--- src/shared/shr_pkg.sv ---
// Shared constants and types of the serial host register port.
// Assumes one 10 MHz clock domain; pins are synchronised inside the port.
//
// How it works
// - Write-increment command advances pointer; STOP advances too
// - Write-no-increment keeps pointer; table index steps at LUT_ADDR
// - Read-increment advances pointer per byte and STOP
// - Read-no-increment leaves pointer unchanged
// - Address is ten bits; instruction holds top two
// - Mode strap high selects 3-wire; low seven straps give the 2-wire device address
// - Drive strap picks 3-wire active or open-drain data output; 2-wire is always open-drain
// - Edge strap picks 3-wire launch and sample clock edges; 2-wire always samples on rise
// - Bytes go MSB first, stable before sampling edge
// - 3-wire frames carry no device address byte
// - Same four commands and pointer rules in 3-wire
// - Straps latched at reset release, held until reset
// - 2-wire first byte is address plus direction bit
// - Acknowledge every received byte when addressed in 2-wire, except a write byte while the FIFO is full
package shr_pkg;

	localparam int ADDR_W = 10;
	localparam int LUT_IDX_W = 8;
	localparam int STRAP_W = 8;

	localparam int STRAP_MODE = 7;
	localparam int STRAP_EDGE = 6;
	localparam int STRAP_DRIVE = 5;

	localparam logic [3:0] CMD_WR_INC = 4'h1;
	localparam logic [3:0] CMD_WR_NOINC = 4'h2;
	localparam logic [3:0] CMD_RD_INC = 4'h9;
	localparam logic [3:0] CMD_RD_NOINC = 4'hA;

	localparam logic [3:0] BIT_ACK_SLOT = 4'h8;
	localparam logic [3:0] BIT_LAST = 4'h7;
	localparam logic [1:0] CFG_LATCH_CYC = 2'h2;
	localparam logic [ADDR_W-1:0] LUT_ADDR_DEF = 10'h000;
	localparam int FIFO_DEPTH = 8;

	typedef enum logic [4:0] {
		PH_IDLE = 5'h01,
		PH_DEV = 5'h02,
		PH_INS = 5'h04,
		PH_ADR = 5'h08,
		PH_DATA = 5'h10
	} shr_phase_t;

	typedef struct packed {
		logic lut;
		logic [LUT_IDX_W-1:0] lut_index;
		logic [ADDR_W-1:0] addr;
		logic [7:0] data;
	} shr_wr_req_t;

endpackage

--- src/shr_fifo.sv ---
// Small synchronous FIFO with valid/ready on both sides.
// Assumes DEPTH is a power of two; one clock, asynchronous active-low reset.
`timescale 1ns/1ps
`default_nettype none
module shr_fifo #(
	parameter int W = 8,
	parameter int DEPTH = 8
) (
	input wire logic clk,
	input wire logic nrst,
	input wire logic in_valid,
	output logic in_ready,
	input wire logic [W-1:0] in_data,
	output logic out_valid,
	input wire logic out_ready,
	output logic [W-1:0] out_data
);
	import shr_pkg::*;

	localparam int AW = $clog2(DEPTH);
	localparam logic [AW:0] FULL = (AW+1)'(DEPTH);

	typedef struct packed {
		logic [DEPTH-1:0][W-1:0] mem;
		logic [AW-1:0] wp;
		logic [AW-1:0] rp;
		logic [AW:0] cnt;
		logic has;
	} shr_fifo_st_t;

	shr_fifo_st_t q;
	shr_fifo_st_t d;
	logic push;
	logic pop;

	assign in_ready = q.cnt != FULL;
	assign out_valid = q.has;
	assign out_data = q.mem[q.rp];

	always_comb begin
		d = q;
		push = in_valid && in_ready;
		pop = out_valid && out_ready;
		if (push) begin
			d.mem[q.wp] = in_data;
			d.wp = q.wp + 1'b1;
		end
		if (pop) begin
			d.rp = q.rp + 1'b1;
		end
		if (push && !pop) begin
			d.cnt = q.cnt + 1'b1;
		end else if (pop && !push) begin
			d.cnt = q.cnt - 1'b1;
		end
		d.has = d.cnt != '0;
	end

	always_ff @(posedge clk or negedge nrst) begin
		if (!nrst) begin
			q <= '0;
		end else begin
			q <= d;
		end
	end
endmodule
`default_nettype wire

--- src/shr_port.sv ---
// Serial host register port: 2-wire or 3-wire slave into a 10-bit register space.
// Assumes reg_read_data follows reg_address combinationally within one clock.
`timescale 1ns/1ps
`default_nettype none
module shr_port #(
	parameter logic [shr_pkg::ADDR_W-1:0] LUT_ADDR = shr_pkg::LUT_ADDR_DEF,
	parameter int DEPTH = shr_pkg::FIFO_DEPTH
) (
	input wire logic clk,
	input wire logic nrst,
	input wire logic host_serial_clk,
	input wire logic host_serial_data_in,
	output logic host_serial_data_out,
	output logic host_serial_data_oe,
	input wire logic host_chip_select_n,
	input wire logic [shr_pkg::STRAP_W-1:0] memory_address_straps,
	output logic [shr_pkg::ADDR_W-1:0] reg_address,
	input wire logic [7:0] reg_read_data,
	output logic reg_read_strobe,
	output logic wr_valid,
	input wire logic wr_ready,
	output shr_pkg::shr_wr_req_t wr_req,
	output logic three_wire_mode,
	output logic write_overrun,
	input wire logic overrun_clear
);
	import shr_pkg::*;

	typedef struct packed {
		logic sck_m, sck_s, sck_p;
		logic sda_m, sda_s, sda_p;
		logic csn_m, csn_s, csn_p;
		logic [STRAP_W-1:0] strap_m;
		logic [STRAP_W-1:0] strap_s;
		logic [1:0] cfg_cnt;
		logic cfg_done;
		logic [STRAP_W-1:0] cfg;
		shr_phase_t phase;
		logic [3:0] cnt;
		logic [7:0] rx;
		logic [7:0] tx;
		logic [7:0] ins;
		logic [ADDR_W-1:0] ptr;
		logic [LUT_IDX_W-1:0] lut_idx;
		logic dir_rd;
		logic send;
		logic ack;
		logic load_pend;
		logic inc_pend;
		logic rd_strobe;
		logic overrun;
		logic out;
		logic oe;
	} shr_st_t;

	shr_st_t q;
	shr_st_t d;
	logic three, active_drv, samp, launch, rise, fall;
	logic start_ev, stop_ev, cs_fall, cs_rise, frame_ev;
	logic wr_cmd, rd_cmd, rd_step, push, fifo_ready, bit_now;
	logic [7:0] rx_byte;
	shr_wr_req_t push_req;

	////////////////////////////////////////////////////////////////////////
	// Edge and condition detection
	assign rise = q.sck_s && !q.sck_p;
	assign fall = !q.sck_s && q.sck_p;
	assign three = q.cfg[STRAP_MODE];
	assign active_drv = three && q.cfg[STRAP_DRIVE];
	assign samp = q.cfg_done && (!three || !q.csn_s) && ((!three || q.cfg[STRAP_EDGE]) ? rise : fall);
	assign launch = q.cfg_done && (!three || !q.csn_s) && ((!three || q.cfg[STRAP_EDGE]) ? fall : rise);
	assign start_ev = q.cfg_done && !three && q.sck_s && q.sck_p && q.sda_p && !q.sda_s;
	assign stop_ev = q.cfg_done && !three && q.sck_s && q.sck_p && !q.sda_p && q.sda_s;
	assign cs_fall = q.cfg_done && three && q.csn_p && !q.csn_s;
	assign cs_rise = q.cfg_done && three && !q.csn_p && q.csn_s;
	assign frame_ev = start_ev || stop_ev || cs_fall || cs_rise;
	assign rx_byte = {q.rx[6:0], q.sda_s};
	assign wr_cmd = q.ins[7:4] == CMD_WR_INC || q.ins[7:4] == CMD_WR_NOINC;
	assign rd_cmd = q.ins[7:4] == CMD_RD_INC || q.ins[7:4] == CMD_RD_NOINC;
	assign bit_now = q.tx[3'(BIT_LAST - q.cnt)];
	assign push_req = '{lut: q.ptr == LUT_ADDR, lut_index: q.lut_idx, addr: q.ptr, data: rx_byte};

	////////////////////////////////////////////////////////////////////////
	// Next state
	always_comb begin
		d = q;
		push = 1'b0;
		rd_step = 1'b0;
		d.sck_m = host_serial_clk;
		d.sck_s = q.sck_m;
		d.sck_p = q.sck_s;
		d.sda_m = host_serial_data_in;
		d.sda_s = q.sda_m;
		d.sda_p = q.sda_s;
		d.csn_m = host_chip_select_n;
		d.csn_s = q.csn_m;
		d.csn_p = q.csn_s;
		d.strap_m = memory_address_straps;
		d.strap_s = q.strap_m;
		d.rd_strobe = 1'b0;
		if (!q.cfg_done) begin
			d.cfg_cnt = q.cfg_cnt + 1'b1;
			if (q.cfg_cnt == CFG_LATCH_CYC) begin
				d.cfg_done = 1'b1;
				d.cfg = q.strap_s;
			end
		end
		if (overrun_clear) begin
			d.overrun = 1'b0;
		end
		if (q.load_pend) begin
			d.tx = reg_read_data;
			d.load_pend = 1'b0;
			d.rd_strobe = 1'b1;
		end
		if (start_ev || cs_fall) begin
			d.phase = three ? PH_INS : PH_DEV;
			d.cnt = '0;
			d.send = 1'b0;
			d.ack = 1'b0;
			d.oe = 1'b0;
		end else if (stop_ev || cs_rise) begin
			d.phase = PH_IDLE;
			d.cnt = '0;
			d.send = 1'b0;
			d.ack = 1'b0;
			d.oe = 1'b0;
			d.inc_pend = 1'b0;
			if (q.inc_pend) begin
				d.ptr = q.ptr + 1'b1;
			end
		end else if (samp) begin
			if (q.cnt == BIT_ACK_SLOT) begin
				d.cnt = '0;
				if (q.send) begin
					rd_step = 1'b1;
					if (q.sda_s) begin
						d.send = 1'b0;
						d.phase = PH_IDLE;
					end else begin
						d.load_pend = 1'b1;
					end
				end else if (q.phase == PH_DATA && q.dir_rd && rd_cmd) begin
					d.send = 1'b1;
					d.load_pend = 1'b1;
				end
			end else begin
				d.rx = rx_byte;
				d.cnt = q.cnt + 1'b1;
				if (q.cnt == BIT_LAST) begin
					if (three) begin
						d.cnt = '0;
					end
					if (q.send) begin
						if (three) begin
							rd_step = 1'b1;
							d.load_pend = 1'b1;
						end
					end else begin
						unique case (q.phase)
							PH_DEV: begin
								if (rx_byte[7:1] == q.cfg[6:0]) begin
									d.ack = 1'b1;
									d.dir_rd = rx_byte[0];
									d.phase = rx_byte[0] ? PH_DATA : PH_INS;
								end else begin
									d.phase = PH_IDLE;
								end
							end
							PH_INS: begin
								d.ins = rx_byte;
								d.ptr[9:8] = rx_byte[1:0];
								d.ack = 1'b1;
								d.dir_rd = 1'b0;
								d.phase = PH_ADR;
							end
							PH_ADR: begin
								d.ptr[7:0] = rx_byte;
								d.lut_idx = '0;
								d.inc_pend = 1'b0;
								d.ack = 1'b1;
								d.phase = PH_DATA;
								if (three && rd_cmd) begin
									d.send = 1'b1;
									d.dir_rd = 1'b1;
									d.load_pend = 1'b1;
								end
							end
							PH_DATA: begin
								if (!q.dir_rd && wr_cmd) begin
									if (fifo_ready) begin
										push = 1'b1;
										d.ack = 1'b1;
									end else begin
										d.overrun = 1'b1;
									end
								end else if (!q.dir_rd) begin
									d.ack = 1'b1;
								end
							end
							PH_IDLE: begin
							end
						endcase
					end
				end
			end
		end else if (launch) begin
			if (q.cnt == BIT_ACK_SLOT) begin
				d.oe = q.ack;
				d.out = 1'b0;
				d.ack = 1'b0;
			end else if (q.send) begin
				d.out = bit_now;
				d.oe = active_drv || !bit_now;
			end else begin
				d.oe = 1'b0;
				d.ack = 1'b0;
			end
		end
		if (push) begin
			if (q.ins[7:4] == CMD_WR_INC) begin
				d.ptr = q.ptr + 1'b1;
				d.inc_pend = 1'b1;
			end else if (q.ptr == LUT_ADDR) begin
				d.lut_idx = q.lut_idx + 1'b1;
			end
		end
		if (rd_step && q.ins[7:4] == CMD_RD_INC) begin
			d.ptr = q.ptr + 1'b1;
			d.inc_pend = 1'b1;
		end
	end

	always_ff @(posedge clk or negedge nrst) begin
		if (!nrst) begin
			q <= '{phase: PH_IDLE, sck_m: 1'b1, sck_s: 1'b1, sck_p: 1'b1, sda_m: 1'b1, sda_s: 1'b1,
				sda_p: 1'b1, csn_m: 1'b1, csn_s: 1'b1, csn_p: 1'b1, default: '0};
		end else begin
			q <= d;
		end
	end

	////////////////////////////////////////////////////////////////////////
	// Write stream buffer and outputs
	shr_fifo #(.W($bits(shr_wr_req_t)), .DEPTH(DEPTH)) u_fifo (
		.clk(clk),
		.nrst(nrst),
		.in_valid(push),
		.in_ready(fifo_ready),
		.in_data(push_req),
		.out_valid(wr_valid),
		.out_ready(wr_ready),
		.out_data(wr_req)
	);

	assign host_serial_data_out = q.out;
	assign host_serial_data_oe = q.oe;
	assign reg_address = q.ptr;
	assign reg_read_strobe = q.rd_strobe;
	assign three_wire_mode = q.cfg[STRAP_MODE];
	assign write_overrun = q.overrun;
endmodule
`default_nettype wire

--- config.mk ---
export PLATFORM = sky130hd
export DESIGN_NAME = shr_port
export DESIGN_NICKNAME = d
export VERILOG_FILES = /design/src/shared/shr_pkg.sv /design/src/shr_fifo.sv /design/src/shr_port.sv
export SDC_FILE = /design/constraint.sdc
export NUM_CORES = 1
export LEC_CHECK = 0
export BUFFER_PORTS_ARGS = -buffer_cell sky130_fd_sc_hd__buf_2
export CAP_MARGIN = 20
export CORE_AREA = 3 3 192 175
export CTS_CLUSTER_SIZE = 40
export DETAILED_ROUTE_END_ITERATION = 12
export DIE_AREA = 0 0 195 178
export PLACE_DENSITY_LB_ADDON = 0.2
export SLEW_MARGIN = 25
export SYNTH_ARGS = -nofsm -noshare
export SYNTH_HDL_FRONTEND = slang
export SYNTH_HIERARCHICAL = 1
export SYNTH_SLANG_ARGS = --single-unit
--- constraint.sdc ---
create_clock -name clk -period 3.3 [get_ports clk]
set_input_delay 0.66 -clock clk [delete_from_list [all_inputs] [get_ports clk]]
set_output_delay 0.66 -clock clk [all_outputs]
set_load 0.02 [all_outputs]
Word-level counts from Yosys, hierarchy flattened. Cells that the tools add are included.

Flip-flop bits (word level): 323. Latch bits: 0. Bits in writable memories: 0. Bits in read-only memories: 0. Input bits: 23. Output and inout port bits: 43. Word-level logic and storage cells: 262. Memories kept: 0.

Add/sub/neg operators: 9. Multipliers: 0. Div/mod/pow operators: 0. Magnitude comparators: 4. Equal/unequal tests: 27. Shifts and indexed selects: 0. Multiplexer cells: 110. Bitwise operators: 6. Reductions and logical operators: 64.

Operators by type and width (number): bitwise mux 216 bit (1); binary-select mux 27 bit (select 3 bit) (1); demux 27 bit (select 3 bit) (1); 2-to-1 mux 27 bit (3); 2-to-1 mux 9 bit (7); 2-to-1 mux 1 bit (58); 2-to-1 mux 10 bit (5); 2-to-1 mux 31 bit (1); 2-to-1 mux 29 bit (1); logical AND 1 bit (28); 2-to-1 mux 28 bit (1); 2-to-1 mux 5 bit (5); 2-to-1 mux 8 bit (3); 2-to-1 mux 2 bit (11); 2-to-1 mux 19 bit (1); 2-to-1 mux 18 bit (1); AND reduction 9 bit (2); 2-to-1 mux 17 bit (1); 2-to-1 mux 16 bit (1); inequality test 4 bit (second input constant) (4); case mux 5 bit (3 select lines) (1); equality test 4 bit (second input constant) (3); < comparator 3 x 4 -> 1 bit (second input constant) (3); 2-to-1 mux 4 bit (3); 41 further kinds (74).

Logic depth before layout (Yosys ltp).
Word-level depth: 17. Mapped depth: 13. Mapped depth without buffers: 11.

Cells and area by module. Netlist, hierarchy kept.

By module, submodules not included: shr_fifo (instances 1, cells an instance 613, area each 10218.6 um^2, seq. area each 5680.4 um^2); shr_port (instances 1, cells an instance 420, area each 4583.1 um^2, seq. area each 2289.7 um^2).

Least setup slack after synthesis. Ideal clock, no wire load.

Path kind: reg-to-reg. Start: register q (netlist bit three_wire_mode). End: register u_fifo/q[100] (netlist bit). Library setup time: 0.125 ns. Arrival: 2.980 ns. Data required time: 3.175 ns. Path slack: 0.195 ns. Cell stages (with the launch flop): 14. Path buffers: 4. Period minus slack after synthesis: 3.105 ns. Cell sequence: dfrtp_1 -> buf_6 -> or3b_4 -> o211ai_4 -> nand2_1 -> buf_2 -> nor3_2 -> and3_1 -> nand2_1 -> nor2_4 -> and3_1 -> buf_4 -> buf_6 -> mux2_2.

Word-level cells in the longest chain between the ends: 10. Elaborated cells between the ends (all ways): 24. Classes of those cells: 4 x mux; 20 x reduce/logical.

Ends and longest elaborated chain: start: declaration (RTL line shr_port.sv:56) `shr_st_t q;`; start signal: assignment (RTL line shr_port.sv:236) `q <= '{phase: PH_IDLE, sck_m: 1'b1, sck_s: 1'b1, sck_p: 1'b1, sda_m: 1'b1, sda_s: 1'b1,`; zero test 1 bit (RTL line shr_port.sv:70, shr_port.sv:72, shr_port.sv:73); logical AND 1 bit (3 in series) (RTL line shr_port.sv:72, shr_port.sv:73); logical AND 1 bit (2 in series) (RTL line shr_port.sv:73) `assign stop_ev = q.cfg_done && !three && q.sck_s && q.sck_p && !q.sda_p && q.sda_s;`; logical OR 1 bit (RTL line shr_port.sv:122) `end else if (stop_ev || cs_rise) begin`; 2-to-1 mux 1 bit (RTL line shr_port.sv:122); 2-to-1 mux 1 bit * (RTL line shr_port.sv:116) `if (start_ev || cs_fall) begin`; net push (RTL line shr_port.sv:60) `logic wr_cmd, rd_cmd, rd_step, push, fifo_ready, bit_now;`; logical AND 1 bit * (RTL line shr_fifo.sv:42) `push = in_valid && in_ready;`; end signal: assignment (RTL line shr_fifo.sv:61) `q <= '0;`; end signal: assignment (RTL line shr_fifo.sv:63) `q <= d;`; end: declaration (RTL line shr_fifo.sv:31) `shr_fifo_st_t q;`.

The timed path passes the listed nets; every way through them passes the cells marked *. A chain may end at the register's enable or synchronous reset.

Final worst setup path.
Start: register u_fifo/q[1] (netlist bit). End: register u_fifo/q[95] (netlist bit).

Word-level cells in the longest chain between the ends: 11.

Ends and longest elaborated chain: inequality test 4 bit (RTL line shr_fifo.sv:36) `assign in_ready = q.cnt != FULL;`; net fifo_ready (RTL line shr_port.sv:60); 2-to-1 mux 1 bit (RTL line shr_port.sv:191) `if (fifo_ready) begin`; 2-to-1 mux 1 bit (RTL line shr_port.sv:190) `if (!q.dir_rd && wr_cmd) begin`; 2-to-1 mux 1 bit (RTL line shr_port.sv:160) `unique case (q.phase)`; 2-to-1 mux 1 bit (RTL line shr_port.sv:154) `if (q.send) begin`; 2-to-1 mux 1 bit (RTL line shr_port.sv:150) `if (q.cnt == BIT_LAST) begin`; 2-to-1 mux 1 bit (RTL line shr_port.sv:133) `if (q.cnt == BIT_ACK_SLOT) begin`; 2-to-1 mux 1 bit (RTL line shr_port.sv:132) `end else if (samp) begin`; 2-to-1 mux 1 bit (RTL line shr_port.sv:122); 2-to-1 mux 1 bit (RTL line shr_port.sv:116); net push (RTL line shr_port.sv:60); logical AND 1 bit (RTL line shr_fifo.sv:42).

The timed path passes the listed nets, and every way through them passes these cells.

==> results.txt <==
----------------------------------------------------
[Run status]
  Run status ... finished clean

[Global routing]
  Number of antenna violations at the first check in global routing ... 0
  Overflow after GRT ... 0
  Via count of the first global-routing pass ... 9,250
  First-pass GRT wire length ... 52.01 mm
  Global routing usage summed across all routing layers ... 18.87%
  Pin count of the biggest net entering global routing ... 94

[Clock tree]
  Number of clock buffers inserted by TritonCTS ... 35
  CTS H-tree depth ... 2
  Clock edge transition at the registers on the reported setup and hold paths ... 0.06 ns
  Resized Gates After CTS ... 0
  Worst skew pair latency ... 0.53 ns
  Number of sinks handled by clock tree synthesis ... 318
  Number of buffers on the longest clock path ... 3
  Library cell used as clock root buffer ... sky130_fd_sc_hd__clkbuf_16
  CTS tree ... built
  Number of post-CTS setup repair buffers ... 0
  Post-cts hold buffer count ... 0

[Routing]
  Total wire length after detailed routing ... 32.24 mm
  Number of DRC violations after detailed-routing iteration 0 ... 519
  Router iterations before antenna repair ... 5
  Average wire per cell in the routed design ... 20.64 µm
  Routed vias/inst ... 5.685
  Total number of vias ... 8,880
  Detail Route Antenna Nets ... 0
  Count of unresolved DRC violations after routing ... 0

[Synthesis]
  Post-synth top cells ... 308 x sky130_fd_sc_hd__dfrtp_1, 268 x sky130_fd_sc_hd__mux2_2, 56 x sky130_fd_sc_hd__mux4_2
  Fraction of registers with async set or reset after synthesis ... 100.0%
  Prevailing post-synth register cell ... sky130_fd_sc_hd__dfrtp_1
  Flip-flop and latch count after synthesis ... 318
  Total number of yosys warnings ... 6
  Library cell with the largest summed area after synthesis ... sky130_fd_sc_hd__dfrtp_1
  Number of distinct library cells after synthesis ... 80
  Synth top area share ... 52.07%
  Syn Area/Cell ... 14.33 µm²
  Count of mapped cells out of synthesis ... 1,033
  Most frequent cell after synthesis ... sky130_fd_sc_hd__dfrtp_1
  Cell area after synthesis ... 14,800 µm²
  Share of the yosys chip area belonging to registers ... 53.85%
  EDFF count, synth ... 0
  Net count after synthesis ... 1,066
  Cell types with the largest area share after synthesis ... sky130_fd_sc_hd__dfrtp_1 52%, sky130_fd_sc_hd__mux2_2 20%, sky130_fd_sc_hd__mux4_2 8.5%, sky130_fd_sc_hd__dfstp_2 1.8%, sky130_fd_sc_hd__nand2_1 0.99%

[Die]
  Die Footprint ... 34,710 µm²
  Horizontal extent of the die ... 195 µm
  DIE HEIGHT ... 178 µm
  I/O pins ... 66
  Area inside the core boundary ... 31,810 µm²
  Count of standard-cell rows ... 62
  Starting density of the core ... 46.54%

[Critical path]
  Critical path fanouts, max ... 14
  Crit path launch type ... flip-flop
  CP required ... 3.69 ns
  CP endpoint kind ... flip-flop
  Critical path type ... reg2reg
  Worst EP arrival ... 3.49 ns

[Finish]
  Final cell area excluding filler cells ... 16,950 µm²
  Antenna fix cells ... 0
  Area growth from synthesis to layout ... 14.52%
  Final net count ... 1,154
  Final-layout fill cell count ... 2,721
  Layout cell share with drive strength beyond 1 ... 47.21%

[Place]
  Gpl congestion ... 0.8453
  Cell area after placement ... 15,790 µm²
  Number of buffers inserted by port buffering ... 65
  HPWL after detailed placement ... 20.20 mm

[Min path]
  Class of the most critical hold timing path ... in2async

[Power and ir drop]
  Final Power ... 9479 µW
  Power density relative to cell area ... 559.2 nW/µm²
  Peak VDD IR ... 0.5616 mV
  Leakage power of the design ... 0.008187 µW

[STA]
  Achievable clock frequency ... 0.3228 GHz
  Worst-margin pin slew ... 0.7921 ns
  Unrepaired setup endpoints after global routing ... no
  Final period utilization ... 93.87%
  Min Clock Period, post-route ... 3.098 ns
  Hold Violations, Final ... 0
  Setup Skew ... 0.02344 ns
  Slew HR ... 46.63%
  Accumulated negative setup slack ... 0 ns
  Number of slew-limit violations in the final report ... 0
  Setup violation total in the final timing report ... 0

[Flow run]
  Max-cap violations ... 0

----------------------------------------------------
[placed cells by master, fill, tap and decap left out, types with 10 or more instances in the layout]
cell type and n:
sky130_fd_sc_hd__dfstp_2 10, sky130_fd_sc_hd__buf_4 35, sky130_fd_sc_hd__o21ai_0 24, sky130_fd_sc_hd__nor2_1 33, sky130_fd_sc_hd__buf_12 10, sky130_fd_sc_hd__buf_2 64
sky130_fd_sc_hd__xnor2_1 15, sky130_fd_sc_hd__ha_1 10, sky130_fd_sc_hd__mux4_2 56, sky130_fd_sc_hd__mux2_2 268, sky130_fd_sc_hd__nand3_1 18, sky130_fd_sc_hd__a21oi_1 19
sky130_fd_sc_hd__clkbuf_8 10, sky130_fd_sc_hd__nand2_1 39, sky130_fd_sc_hd__inv_1 14, sky130_fd_sc_hd__clkbuf_16 37, sky130_fd_sc_hd__dfrtp_1 306
[area by class of cell]
| class | count | area (µm²) | share of cell area, % |
|---|---|---|---|
| clock buffer | 54 | 1069 | 6.303 |
| sequential | 318 | 7975 | 47.05 |
| multi-input combinational | 641 | 6452 | 38.06 |
| inverter | 14 | 52.55 | 0.3100 |
| clock inverter | 8 | 58.81 | 0.3469 |
| timing repair buffer | 111 | 823.3 | 4.857 |
| tap | 416 | 520.5 | 3.071 |
[through the flow]
stage / hold WS, ns / utilization [%] / setup slack (ns) / std cells
2_1_floorplan: 0.3312 / - / 0.1951 / 1033
3_3_place_gp: 0.3327 / 49.64 / 0.1892 / 1499
3_5_place_dp: 0.3347 / 49.64 / 0.08099 / 1499
4_1_cts: 0.2069 / 53.19 / 0.07464 / 1561
5_1_grt: 0.2189 / 53.30 / 0.02296 / 1562
6_report: 0.1860 / 53.30 / 0.2022 / 1562
[state kept, by name, indices dropped and copies added (netlist names), 10 cells and up]
register     cells
d               14
push_req        15
q               47
reg_address     10
u_fifo/q       226
[power by group]
group / switching (µW) / total, µW / internal [µW]
Clock: 1540 / 3780 / 2240
Sequential: 319 / 4340 / 4030
Combinational: 718 / 1360 / 639
[logic make-up after synthesis]
logic type,Yosys count,synth area share [%]
xor+xnor,23,1.361
flops,318,53.85
compound gates,93,4.303
mux,334,29.73
fa+ha+maj,11,0.9129
buf+inv,74,2.629
simple gates,180,7.219
[routing by layer]
| layer | track usage [%] | vias up | routed length (µm) |
|---|---|---|---|
| li1 | - | 4007 | - |
| met1 | 26.33 | 4640 | 15060 |
| met2 | 31.22 | 192 | 15340 |
| met3 | 2.814 | 41 | 1286 |
| met4 | 5.227 | 0 | 558 |
| met5 | 0 | - | 0 |
[critical path: stages (launching register included)]
cell and delay, ns:
sky130_fd_sc_hd__dfrtp_1 0.42, sky130_fd_sc_hd__inv_1 0.06, sky130_fd_sc_hd__ha_1 0.27, sky130_fd_sc_hd__nand3b_4 0.12
sky130_fd_sc_hd__or3b_2 0.45, sky130_fd_sc_hd__nor4b_2 0.26, sky130_fd_sc_hd__and3_4 0.27, sky130_fd_sc_hd__nand2_1 0.16
sky130_fd_sc_hd__nor2_4 0.18, sky130_fd_sc_hd__and3_4 0.26, sky130_fd_sc_hd__buf_12 0.18, sky130_fd_sc_hd__mux2_2 0.35
[worst paths after layout]
| check | startpoint | endpoint | slack, ns | cells after the start |
|---|---|---|---|---|
| worst min register to register | d[78] | q[78] | 0.35 | 0 |
| max in group asynchronous | nrst | u_fifo/q[171] | 2.30 | 2 |
| min in group clk | host_serial_clk | d[94] | 0.24 | 1 |
| worst max-delay path | u_fifo/q[1] | u_fifo/q[95] | 0.20 | 11 |
| worst min-delay path | nrst | u_fifo/q[203] | 0.19 | 1 |
| worst max register to register | u_fifo/q[1] | u_fifo/q[95] | 0.20 | 11 |
Note: power is estimated with default switching activity, not from simulation.
